## src/core/adcrb_consts.vh

```
// Constants for the converter reference and result-buffer control block.
`ifndef ADCRB_CONSTS_VH
`define ADCRB_CONSTS_VH
// Register index on the plain port.
`define ADCRB_CTRL_ADDR 4'h0
`define ADCRB_STAT_ADDR 4'h1
`define ADCRB_ADDR_W 4
// Field positions of the control register.
`define ADCRB_POS_REF_HI 15
`define ADCRB_POS_REF_LO 14
`define ADCRB_NEG_REF 13
`define ADCRB_OFFSET_CAL_MODE_BIT 12
`define ADCRB_CHIDX_BIT 11
`define ADCRB_SCAN_BIT 10
`define ADCRB_HALF_BIT 7
`define ADCRB_RATE_HI 6
`define ADCRB_RATE_LO 2
`define ADCRB_SPLIT_BIT 1
`define ADCRB_ALT_BIT 0
// Writable bits: 15..10 and 6..0; 9..8 unimplemented, 7 read-only.
`define ADCRB_WR_MASK 16'hfc7f
`define ADCRB_RESET 16'h0000
// Reference source codes.
`define ADCRB_REF_ANALOG_SUPPLY 2'h0
`define ADCRB_REF_EXT 2'h1
`define ADCRB_REF_BG2 2'h2
`define ADCRB_REF_BG4 2'h3
`endif

```

## src/core/adcrb_scan.v

```verilog
// Input scan and alternate-sample channel sequencer.
`timescale 1ns/1ps
module adcrb_scan #(
  parameter CH_W = 4
)
(
  // Clock and reset
  input wire clk_sys,
  input wire rst_n,
  input wire ce,
  // Control
  input wire scan_en,
  input wire alt_en,
  input wire [15:0] scan_mask,
  input wire [CH_W-1:0] sel_a,
  input wire [CH_W-1:0] sel_b,
  input wire step,
  input wire restart,
  // Result
  output reg [CH_W-1:0] chan_q,
  output reg use_b_q
);

  reg [CH_W-1:0] scan_ptr_q;
  reg [CH_W-1:0] nxt;
  integer i;
  reg found;

  // Find the next enabled scan input after the current pointer.
  always @*
  begin
    nxt = scan_ptr_q;
    found = 1'b0;
    for (i = 1; i <= 16; i = i + 1)
    begin
      if (!found && scan_mask[(scan_ptr_q + i[CH_W-1:0]) & {CH_W{1'b1}}])
      begin
        nxt = scan_ptr_q + i[CH_W-1:0];
        found = 1'b1;
      end
    end
  end

  // Sequencer state; alternation flips A and B on each sample.
  always @(posedge clk_sys or negedge rst_n)
  begin
    if (!rst_n)
    begin
      scan_ptr_q <= {CH_W{1'b0}};
      chan_q <= {CH_W{1'b0}};
      use_b_q <= 1'b0;
    end
    else if (ce)
    begin
      if (restart)
      begin
        scan_ptr_q <= {CH_W{1'b0}};
        use_b_q <= 1'b0;
        chan_q <= scan_en ? {CH_W{1'b0}} : sel_a;
      end
      else if (step)
      begin
        if (alt_en)
          use_b_q <= ~use_b_q; // [RULE8]
        else
          use_b_q <= 1'b0; // [RULE8]
        if (scan_en)
        begin
          scan_ptr_q <= nxt; // [RULE3]
          chan_q <= (alt_en && !use_b_q) ? sel_b : nxt; // [RULE3]
        end
        else
          chan_q <= (alt_en && !use_b_q) ? sel_b : sel_a; // [RULE3]
      end
      // Clearing the alternate bit drops a pending B select at once, not at the next sample.
      else if (!alt_en)
        use_b_q <= 1'b0; // [RULE8]
    end
  end

endmodule

```

## src/core/adcrb_fill.v

```verilog
// Result buffer write-address and interrupt-rate logic.
`timescale 1ns/1ps
module adcrb_fill #(
  parameter AW = 5
)
(
  // Clock and reset
  input wire clk_sys,
  input wire rst_n,
  input wire ce,
  // Control
  input wire chan_idx_en,
  input wire split_en,
  input wire [4:0] rate,
  input wire restart,
  // Conversion completion
  input wire done,
  input wire [3:0] done_chan,
  // Result
  output reg [AW-1:0] addr_q,
  output reg wr_q,
  output reg half_q,
  output reg irq_q
);

  reg [4:0] cnt_q;
  reg [AW-1:0] fifo_q;
  wire last = (cnt_q == rate);
  wire [AW-1:0] base = (split_en && half_q) ? {1'b1, {(AW-1){1'b0}}} : {AW{1'b0}};

  // Count conversions; interrupt after rate+1 of them.
  always @(posedge clk_sys or negedge rst_n)
  begin
    if (!rst_n)
    begin
      cnt_q <= 5'h00;
      fifo_q <= {AW{1'b0}};
      addr_q <= {AW{1'b0}};
      wr_q <= 1'b0;
      half_q <= 1'b0;
      irq_q <= 1'b0;
    end
    else if (ce)
    begin
      wr_q <= done;
      irq_q <= done && last; // [RULE5]
      if (restart)
      begin
        cnt_q <= 5'h00;
        fifo_q <= {AW{1'b0}};
        half_q <= 1'b0;
      end
      else if (done)
      begin
        // Channel-indexed placement ignores the fill pointer entirely.
        if (chan_idx_en)
          addr_q <= {{(AW-4){1'b0}}, done_chan}; // [RULE9]
        else
          addr_q <= base | fifo_q; // [RULE6]
        if (last)
        begin
          cnt_q <= 5'h00;
          fifo_q <= {AW{1'b0}}; // [RULE6]
          if (split_en && !chan_idx_en)
            half_q <= ~half_q; // [RULE4] [RULE7]
          else
            half_q <= 1'b0; // [RULE7]
        end
        else
        begin
          cnt_q <= cnt_q + 5'h01;
          fifo_q <= fifo_q + {{(AW-1){1'b0}}, 1'b1};
        end
      end
    end
  end

endmodule

```

## src/core/adcrb_top.v

```verilog
// Converter reference, scan and result-buffer control register block.
// ----------------------------------------------------------------
// Notes on behaviour
// [RULE1] Positive reference: 11 four bandgap, 10 twice bandgap, 01 external, 00 supply.
// [RULE2] Negative reference: set selects external pin, clear selects analog ground.
// [RULE3] Scan enable steps multiplexer A through selected inputs; clear means no scanning. The code also steps the pointer on B samples, skipping inputs.
// [RULE4] Read-only status shows which buffer half is being filled.
// [RULE5] Five-bit field sets conversions completed per interrupt.
// [RULE6] Split mode alternates halves per interrupt; else restart at first location.
// [RULE7] Split mode and half status act only in FIFO mode.
// [RULE8] Alternate bit uses A then B selects; clear always uses A.
// [RULE9] Channel-indexed mode writes each result at its channel's slot.
// ----------------------------------------------------------------
`timescale 1ns/1ps
`include "adcrb_consts.vh"
module adcrb_top #(
  parameter AW = 5
)
(
  // Clock, enable and reset
  input wire clk_sys,
  input wire rst_n,
  input wire ce,
  // Register port
  input wire [`ADCRB_ADDR_W-1:0] reg_addr,
  input wire [15:0] reg_wdata,
  input wire reg_wr,
  input wire reg_rd,
  output reg [15:0] reg_rdata_q,
  // Converter side
  input wire conv_done,
  input wire [3:0] conv_chan,
  input wire [15:0] scan_mask,
  input wire [3:0] sel_a,
  input wire [3:0] sel_b,
  input wire restart,
  // Analog routing and buffer controls
  output reg [3:0] pos_ref_onehot_q,
  output reg neg_ref_ext_q,
  output reg offset_cal_mode_q,
  output reg [3:0] mux_chan_q,
  output reg mux_use_b_q,
  output reg [AW-1:0] buf_addr_q,
  output reg buf_wr_q,
  output reg irq_q
);

  // ----------------------------------------------------------------
  // Control register
  // ----------------------------------------------------------------
  reg [15:0] ctrl_q;
  wire [1:0] pos_ref_select = ctrl_q[`ADCRB_POS_REF_HI:`ADCRB_POS_REF_LO];
  wire neg_ref_select = ctrl_q[`ADCRB_NEG_REF];
  wire channel_indexed_buffer_en = ctrl_q[`ADCRB_CHIDX_BIT];
  wire input_scan_en = ctrl_q[`ADCRB_SCAN_BIT];
  wire [4:0] conversions_per_irq = ctrl_q[`ADCRB_RATE_HI:`ADCRB_RATE_LO];
  wire split_buffer_mode = ctrl_q[`ADCRB_SPLIT_BIT];
  wire alternate_input_sample = ctrl_q[`ADCRB_ALT_BIT];
  wire half_fill_status;
  wire [3:0] chan;
  wire use_b;
  wire [AW-1:0] addr;
  wire wr;
  wire irq;

  // Decode a reference code to a one-hot switch select.
  function [3:0] adcrb_ref_dec;
    input [1:0] code;
    begin
      case (code)
        `ADCRB_REF_BG4: adcrb_ref_dec = 4'h8;
        `ADCRB_REF_BG2: adcrb_ref_dec = 4'h4;
        `ADCRB_REF_EXT: adcrb_ref_dec = 4'h2;
        default: adcrb_ref_dec = 4'h1;
      endcase
    end
  endfunction

  // Software writes only the writable bits; bit 7 always shows live status.
  always @(posedge clk_sys or negedge rst_n)
  begin
    if (!rst_n)
      ctrl_q <= `ADCRB_RESET;
    else if (ce && reg_wr && reg_addr == `ADCRB_CTRL_ADDR)
      ctrl_q <= reg_wdata & `ADCRB_WR_MASK;
  end

  // Read data stands in the cycle after the strobe only; unmapped reads zero.
  always @(posedge clk_sys or negedge rst_n)
  begin
    if (!rst_n)
      reg_rdata_q <= 16'h0000;
    else if (ce)
    begin
      if (reg_rd && reg_addr == `ADCRB_CTRL_ADDR)
        reg_rdata_q <= (ctrl_q & `ADCRB_WR_MASK) | {8'h00, half_fill_status, 7'h00}; // [RULE4]
      else if (reg_rd && reg_addr == `ADCRB_STAT_ADDR)
        reg_rdata_q <= {6'h00, mux_use_b_q, mux_chan_q, buf_addr_q};
      else
        reg_rdata_q <= 16'h0000;
    end
  end

  // ----------------------------------------------------------------
  // Reference routing
  // ----------------------------------------------------------------
  always @(posedge clk_sys or negedge rst_n)
  begin
    if (!rst_n)
    begin
      pos_ref_onehot_q <= 4'h1;
      neg_ref_ext_q <= 1'b0;
      offset_cal_mode_q <= 1'b0;
    end
    else if (ce)
    begin
      pos_ref_onehot_q <= adcrb_ref_dec(pos_ref_select); // [RULE1]
      neg_ref_ext_q <= neg_ref_select; // [RULE2]
      offset_cal_mode_q <= ctrl_q[`ADCRB_OFFSET_CAL_MODE_BIT];
    end
  end

  // ----------------------------------------------------------------
  // Sequencer and buffer fill
  // ----------------------------------------------------------------
  adcrb_scan #(
    .CH_W(4)
  ) u_scan (
    .clk_sys(clk_sys),
    .rst_n(rst_n),
    .ce(ce),
    .scan_en(input_scan_en),
    .alt_en(alternate_input_sample),
    .scan_mask(scan_mask),
    .sel_a(sel_a),
    .sel_b(sel_b),
    .step(conv_done),
    .restart(restart),
    .chan_q(chan),
    .use_b_q(use_b)
  );

  // Split mode only counts in FIFO layout; the gating keeps stale halves out.
  adcrb_fill #(
    .AW(AW)
  ) u_fill (
    .clk_sys(clk_sys),
    .rst_n(rst_n),
    .ce(ce),
    .chan_idx_en(channel_indexed_buffer_en),
    .split_en(split_buffer_mode & ~channel_indexed_buffer_en), // [RULE7]
    .rate(conversions_per_irq),
    .restart(restart),
    .done(conv_done),
    .done_chan(conv_chan),
    .addr_q(addr),
    .wr_q(wr),
    .half_q(half_fill_status),
    .irq_q(irq)
  );

  // Outputs re-registered so each comes straight from a flip-flop.
  always @(posedge clk_sys or negedge rst_n)
  begin
    if (!rst_n)
    begin
      mux_chan_q <= 4'h0;
      mux_use_b_q <= 1'b0;
      buf_addr_q <= {AW{1'b0}};
      buf_wr_q <= 1'b0;
      irq_q <= 1'b0;
    end
    else if (ce)
    begin
      mux_chan_q <= chan;
      mux_use_b_q <= use_b;
      buf_addr_q <= addr;
      buf_wr_q <= wr;
      irq_q <= irq;
    end
  end

endmodule

```

## config.mk

```make
export PLATFORM = sky130hd
export DESIGN_NAME = adcrb_top
export DESIGN_NICKNAME = d
export VERILOG_FILES = /design/src/core/adcrb_scan.v /design/src/core/adcrb_fill.v /design/src/core/adcrb_top.v
export VERILOG_INCLUDE_DIRS = /design/src /design/src/core
export SDC_FILE = /design/constraint.sdc
export NUM_CORES = 1
export LEC_CHECK = 0
export BUFFER_PORTS_ARGS = -buffer_cell sky130_fd_sc_hd__buf_2
export CAP_MARGIN = 20
export CORE_ASPECT_RATIO = 1.2
export CORE_UTILIZATION = 60
export CTS_BUF_LIST = sky130_fd_sc_hd__clkbuf_2 sky130_fd_sc_hd__clkbuf_4 sky130_fd_sc_hd__clkbuf_8
export DETAILED_ROUTE_END_ITERATION = 8
export HOLD_SLACK_MARGIN = 0.12
export PLACE_DENSITY = 0.93
export SYNTH_ARGS = -nofsm -noshare
export SYNTH_HDL_FRONTEND = slang
export SYNTH_SLANG_ARGS = --single-unit
```

## constraint.sdc

```tcl
create_clock -name clk_sys -period 4.45 [get_ports clk_sys]
set_input_delay 0 -clock clk_sys [delete_from_list [all_inputs] [get_ports clk_sys]]
set_output_delay 0 -clock clk_sys [all_outputs]
set_load 0.01 [all_outputs]
```

# Word level (Yosys, flattened, before mapping)
# Index checks and enable logic that the tools add are counted.
totals:
  memories: 0
  elab_cells: 205
  latch_bits: 0
  romBits: 0
  mem_bits_rw: 0
  output_inout_bits: 34
  input_bits: 55
  regBits: 74
op_classes:
  eq_ne: 6
  order_cmp: 16
  n_addsub: 17
  bitwise: 7
  n_div: 0
  multipliers: 0
  muxes: 91
  n_reduce_logical: 49
  shift: 0
ops:
  columns: ["cell", "count"]
  rows:
  - ["4-bit 2-to-1 mux", 25]
  - ["4-bit by 5-bit less-than comparator with 1-bit output (second input constant)", 16]
  - ["1-bit binary-select mux with 4-bit select", 16]
  - ["5-bit 2-to-1 mux", 8]
  - ["1-bit 2-to-1 mux", 39]
  - ["4-bit adder (second input constant)", 8]
  - ["1-bit logical AND", 23]
  - ["1-bit logical NOT", 17]
  - ["4-bit by 3-bit adder with 4-bit output (second input constant)", 4]
  - ["16-bit 2-to-1 mux", 1]
  - ["16-bit by 8-bit OR with 16-bit output", 1]
  - ["4-bit one-hot mux with 3 select lines", 1]
  - ["5-bit by 1-bit adder with 5-bit output (second input constant)", 2]
  - ["10-bit 2-to-1 mux", 1]
  - ["3-bit AND reduction", 3]
  - ["4-bit by 2-bit adder with 4-bit output (second input constant)", 2]
  - ["2-bit nonzero test", 3]
  - ["5-bit == test", 1]
  - ["5-bit OR", 1]
  - ["4-bit by 1-bit adder with 4-bit output (second input constant)", 1]
  - ["2-bit == test (second input constant)", 2]
  - ["4-bit by 1-bit == test with 1-bit output (second input constant)", 1]
  - ["4-bit logical NOT", 1]
  - ["1-bit NOT", 4]
  - ["other kinds (4)", 5]

# Longest topological paths before layout
depth:
  depth_word: 53
  mapped_depth: 16
  mapped_depth_nobuf: 11

# Modules after synthesis
# From an unflattened synthesis, not the netlist that was laid out.
hier_totals:
  hier_cells: 564
  hier_area_um2: 5786.8
by_module_without_submodules:
  columns: ["mod", "instances", "cells_per_inst", "area_each_um2", "seq_area_each_um2"]
  rows:
  - ["adcrb_scan", 1, 349, 3004.1, 225.2]
  - ["adcrb_top", 1, 123, 1850.5, 1177.4]
  - ["adcrb_fill", 1, 92, 932.1, 450.4]

# Worst setup path before layout
# Ideal clock, no wire load.
synth_timing:
  kind: "register -> register"
  startpoint: "reg u_scan.scan_ptr_q[0]"
  endpoint: "reg u_scan.scan_ptr_q[1]"
  t_required_ns: 4.355
  path_slack_ns: 0.736
  period_less_slack_ns: 3.714
  stages_incl_launch_ff: 16
  arrival_ns: 3.618
  setup_ns: 0.095
  path_buffers: 4
  cell_sequence: "dfrtp_1 buf_6 buf_4 buf_6 inv_1 ha_1 xnor2_1 mux4_1 mux2_2 nand2b_4 or2_1 buf_2 o21ba_2 o32ai_1 a21boi_1 o31ai_1"
synth_between:
  elab_chain_cells: 52
  elab_cells_between_ends: 111
  classes_between: "15 x add/sub; 66 x mux; 30 x reduce/logical"
synth_lines:
  columns: ["element", "line_no", "rtl"]
  rows:
  - ["from (decl)", "adcrb_scan.v:24", "reg [CH_W-1:0] scan_ptr_q;"]
  - ["from (signal assigned)", "adcrb_scan.v:49", "scan_ptr_q <= {CH_W{1'b0}};"]
  - ["from (signal assigned)", "adcrb_scan.v:57", "scan_ptr_q <= {CH_W{1'b0}};"]
  - ["from (signal assigned)", "adcrb_scan.v:69", "scan_ptr_q <= nxt;"]
  - ["4-bit by 1-bit adder with 4-bit output", "adcrb_scan.v:36, adcrb_scan.v:38", null]
  - ["1-bit binary-select mux with 4-bit select", "adcrb_scan.v:36", "if (!found && scan_mask[(scan_ptr_q + i[CH_W-1:0]) & {CH_W{1'b1}}])"]
  - ["1-bit 2-to-1 mux (not written as such)", "adcrb_scan.v:36", null]
  - ["1-bit 2-to-1 mux", "adcrb_scan.v:36", null]
  - ["1-bit logical NOT", "adcrb_scan.v:36", null]
  - ["1-bit logical AND", "adcrb_scan.v:36", null]
  - ["1-bit 2-to-1 mux", "adcrb_scan.v:36", null]
  - ["1-bit logical NOT", "adcrb_scan.v:36", null]
  - ["[... 36 more ...]", null, null]
  - ["1-bit logical AND", "adcrb_scan.v:36", null]
  - ["1-bit 2-to-1 mux", "adcrb_scan.v:36", null]
  - ["1-bit logical NOT", "adcrb_scan.v:36", null]
  - ["1-bit logical AND", "adcrb_scan.v:36", null]
  - ["4-bit 2-to-1 mux *", "adcrb_scan.v:36", null]
  - ["4-bit 2-to-1 mux *", "adcrb_scan.v:67", "if (scan_en)"]
  - ["4-bit 2-to-1 mux *", "adcrb_scan.v:61", "else if (step)"]
  - ["4-bit 2-to-1 mux *", "adcrb_scan.v:55", "if (restart)"]
# Mark *: on every way between the ends. The rest lies on a longest branch, timed or not. The select of a mux whose other input is x is not followed.
# A chain may end at the register's enable or synchronous reset.

# Worst setup path in the final report
layout_timing:
  startpoint: "reg u_scan.scan_ptr_q[1]"
  endpoint: "reg u_scan.scan_ptr_q[2]"
# The elaborated chain is that of the path after synthesis.

==> run metrics <==
Post-Syn Area 0.00583 mm^2; final core utilization 72.1%; EDFF count, synth 0; die height 110 um; CTS buffer count 9; Clock Power Share 11.9%; critical path peak fanout 14; DRT Wirelength 18900 um; critical path type register to register; Post-synth ARST share 100%; Switching Fraction 46.8%; vias in the first global route 5642; Yosys warnings 0; RSZ-0062 raised after global routing no; layout cells sized above 1 28.2%; Yosys cell types 73; Worst Path Arrival 4220 ps; GRT Util Overall 38.9%; Max IR drop VDD 0.533 mV; most common cell after layout, fill and taps aside buf_2; initial antenna violation count 2; average routed wire per standard cell 22.7 um; post-CTS sizing 0; Final Hold Viols 0; share of the synthesized area in the top cell type 31.3%; clk_lat worst skew 350 ps; Pre-antenna DRT Iters 8; Power Internal 1.94 mW; CTS sink cnt 74; Layout Nets 772; Clock Skews 10.1 ps; Synth Instances 597; Avg Cell Area, Syn 9.76 um^2; fin area 0.00682 mm^2; Clock transition at path regs 70 ps; crit path launch type register; core box area 0.00947 mm^2; Seq/Total Area, Yosys 31.8%; Finish-stage setup viols 0; Synth Net Count 662; Reg power frac 24.2%; maximum root-to-sink buffer count 2; pwr/cell area 535 mW/mm^2; max-cap viol count 0; Layout fillers 610; CTS Root Cell clkbuf_8; Initial Utilization 61.6%; CTS tree done; flop-to-flop setup slack 510 ps; register bit total from synthesis 74; most frequent cells in the layout buf_2 (85), dfrtp_1 (73), mux2i_1 (55), nand2_1 (53), o21ai_0 (47); Port Buffers 85; Place WS 665 ps; Residual DRC 2; Max Fclk 254 MHz; CP Capture Type register; Die W 92.0 um; post-route antenna net violation count 0; met1 Track Usage GR 43.6%; Setup WS post-layout 514 ps; GR met2 Demand/Resource 67.6%; violation count after the first detailed-routing iteration 638; Max-Slew Margin vs Limit 41.8%; failing checks design-rule violations; DPL Wire Length 12300 um; worst slew pin tran 871 ps; combinational power share 63.9%; fin crit period 3940 ps; Net Sw Power 1.71 mW; Placed Cells 789; post-synth top area cell dfrtp_1; outcome complete, but fails checks; first-pass GRT wire length 30000 um; Post-Layout Cell Count 833; max-slew violation count 0; top cells by area, synth dfrtp_1 (31%), mux2i_1 (9.4%), mux4_2 (9.3%), mux2_2 (8.7%), o21ai_0 (4.0%); via count 5641; Main synth FF type dfrtp_1; die area 0.0101 mm^2; Final TNS setup 0 ps; gpl congestion 1.09; Hold Path Class primary input to register; Layout area overhead 17.1%; worst hold margin 159 ps; Overall Power 3.65 mW; Ports 89; post-CTS setup buffers 0; GRT Residual Overflow 0; GR peak layer met2; Required @ worst endpoint 4730 ps; Placed Instance Area 0.00637 mm^2; Rows 39; pin count of the biggest net entering global routing 63; final worst-path cycle share 88.5%; Vias/cell 6.77; Lkg Pwr 2.94 nW; H-tree Lvls 3; grt met3 use 7.13%
==> synth_stat cells, types with 6 or more instances <==
| master | count |
|---|---|
| dfrtp_1 | 73 |
| mux2i_1 | 55 |
| nand2_1 | 53 |
| o21ai_0 | 47 |
| mux2_2 | 45 |
| nor2_1 | 38 |
| a21oi_1 | 27 |
| inv_1 | 27 |
| mux4_2 | 24 |
| clkbuf_1 | 18 |
| nand3_1 | 16 |
| o22ai_1 | 11 |
| xnor2_1 | 11 |
| ha_1 | 10 |
| xor2_1 | 8 |
| nand3b_1 | 7 |
| nor3_1 | 7 |
| nor2b_1 | 6 |
| o31ai_1 | 6 |
==> path summary, 6_finish.rpt <==
kind	startpoint	depth (start not counted)	to
setup / recovery	u_scan.scan_ptr_q[1]	11	u_scan.scan_ptr_q[2]
hold / removal	sel_a[2]	5	u_scan.chan_q[2]
setup reg to reg	u_scan.scan_ptr_q[1]	11	u_scan.scan_ptr_q[2]
hold reg to reg	u_scan.chan_q[0]	2	u_scan.chan_q[0]
max in group asynchronous	rst_n	3	ctrl_q[6]
min in group asynchronous	rst_n	3	buf_addr_q[0]
==> sequential cells by signal (all words and copies together), names as in the netlist, 4 cells and up <==
| name | cells |
|---|---|
| u_fill.cnt_q | 5 |
| u_fill.addr_q | 5 |
| reg_rdata_q | 16 |
| buf_addr_q | 5 |
| u_fill.fifo_q | 5 |
| u_scan.chan_q | 4 |
| pos_ref_onehot_q | 4 |
| ctrl_q | 13 |
| mux_chan_q | 4 |
| u_scan.scan_ptr_q | 4 |
==> critical path, cell delays in order (launching register included) <==
cell     delay, ps
dfrtp_1        620
buf_4          310
ha_1           190
xor2_1         500
mux2i_1        310
mux2i_1        210
nor4_1         630
nor4b_2        520
a21oi_1        140
o21ai_0        220
a22oi_1        120
nand2_1         90
==> layout make-up <==
class	count	area (um^2)	area share, %
Multi-Input combinational cell	461	3710	54.3
Sequential cell	74	1850	27.2
Timing Repair Buffer	131	843	12.4
Tap cell	123	154	2.26
Clock buffer	12	146	2.15
Inverter	30	113	1.65
Clock inverter	1	5.00	0.0733
Antenna cell	1	2.50	0.0367
==> what timing repair did <==
action | in CTS | in global routing
hold buffers | 29 | 0
hold endpoints to repair | 63 | 0
endpoints found under the setup margin | 0 | 0
==> power groups by stage <==
| stage | Combinational (mW) | Sequential, mW | Clock (mW) |
|---|---|---|---|
| floorplan | 1.68 | 0.855 | 0 |
| global placement | 2.14 | 0.867 | 0 |
| detailed placement | 2.22 | 0.880 | 0 |
| CTS | 2.26 | 0.869 | 0.429 |
| global route | 2.48 | 0.890 | 0.463 |
| finish | 2.33 | 0.883 | 0.435 |
==> cell families after synthesis <==
logic type	Yosys count	share of synthesized area (%)
muxes	128	29.0
DFF	74	31.8
xor gates and xnor gates	20	3.33
buffers and inverters	62	4.61
adders and majority gates	10	2.15
AOI/OAI and AO/OA	139	15.0
and+or+nand+nor	164	14.1
==> routing by layer <==
layer	share of wire [%]	wire (um)
met1	35	6700
met2	50	9420
met3	8.0	1520
met4	6.7	1270
met5	0.058	11
No activity file was read; power rests on OpenSTA's default activity.
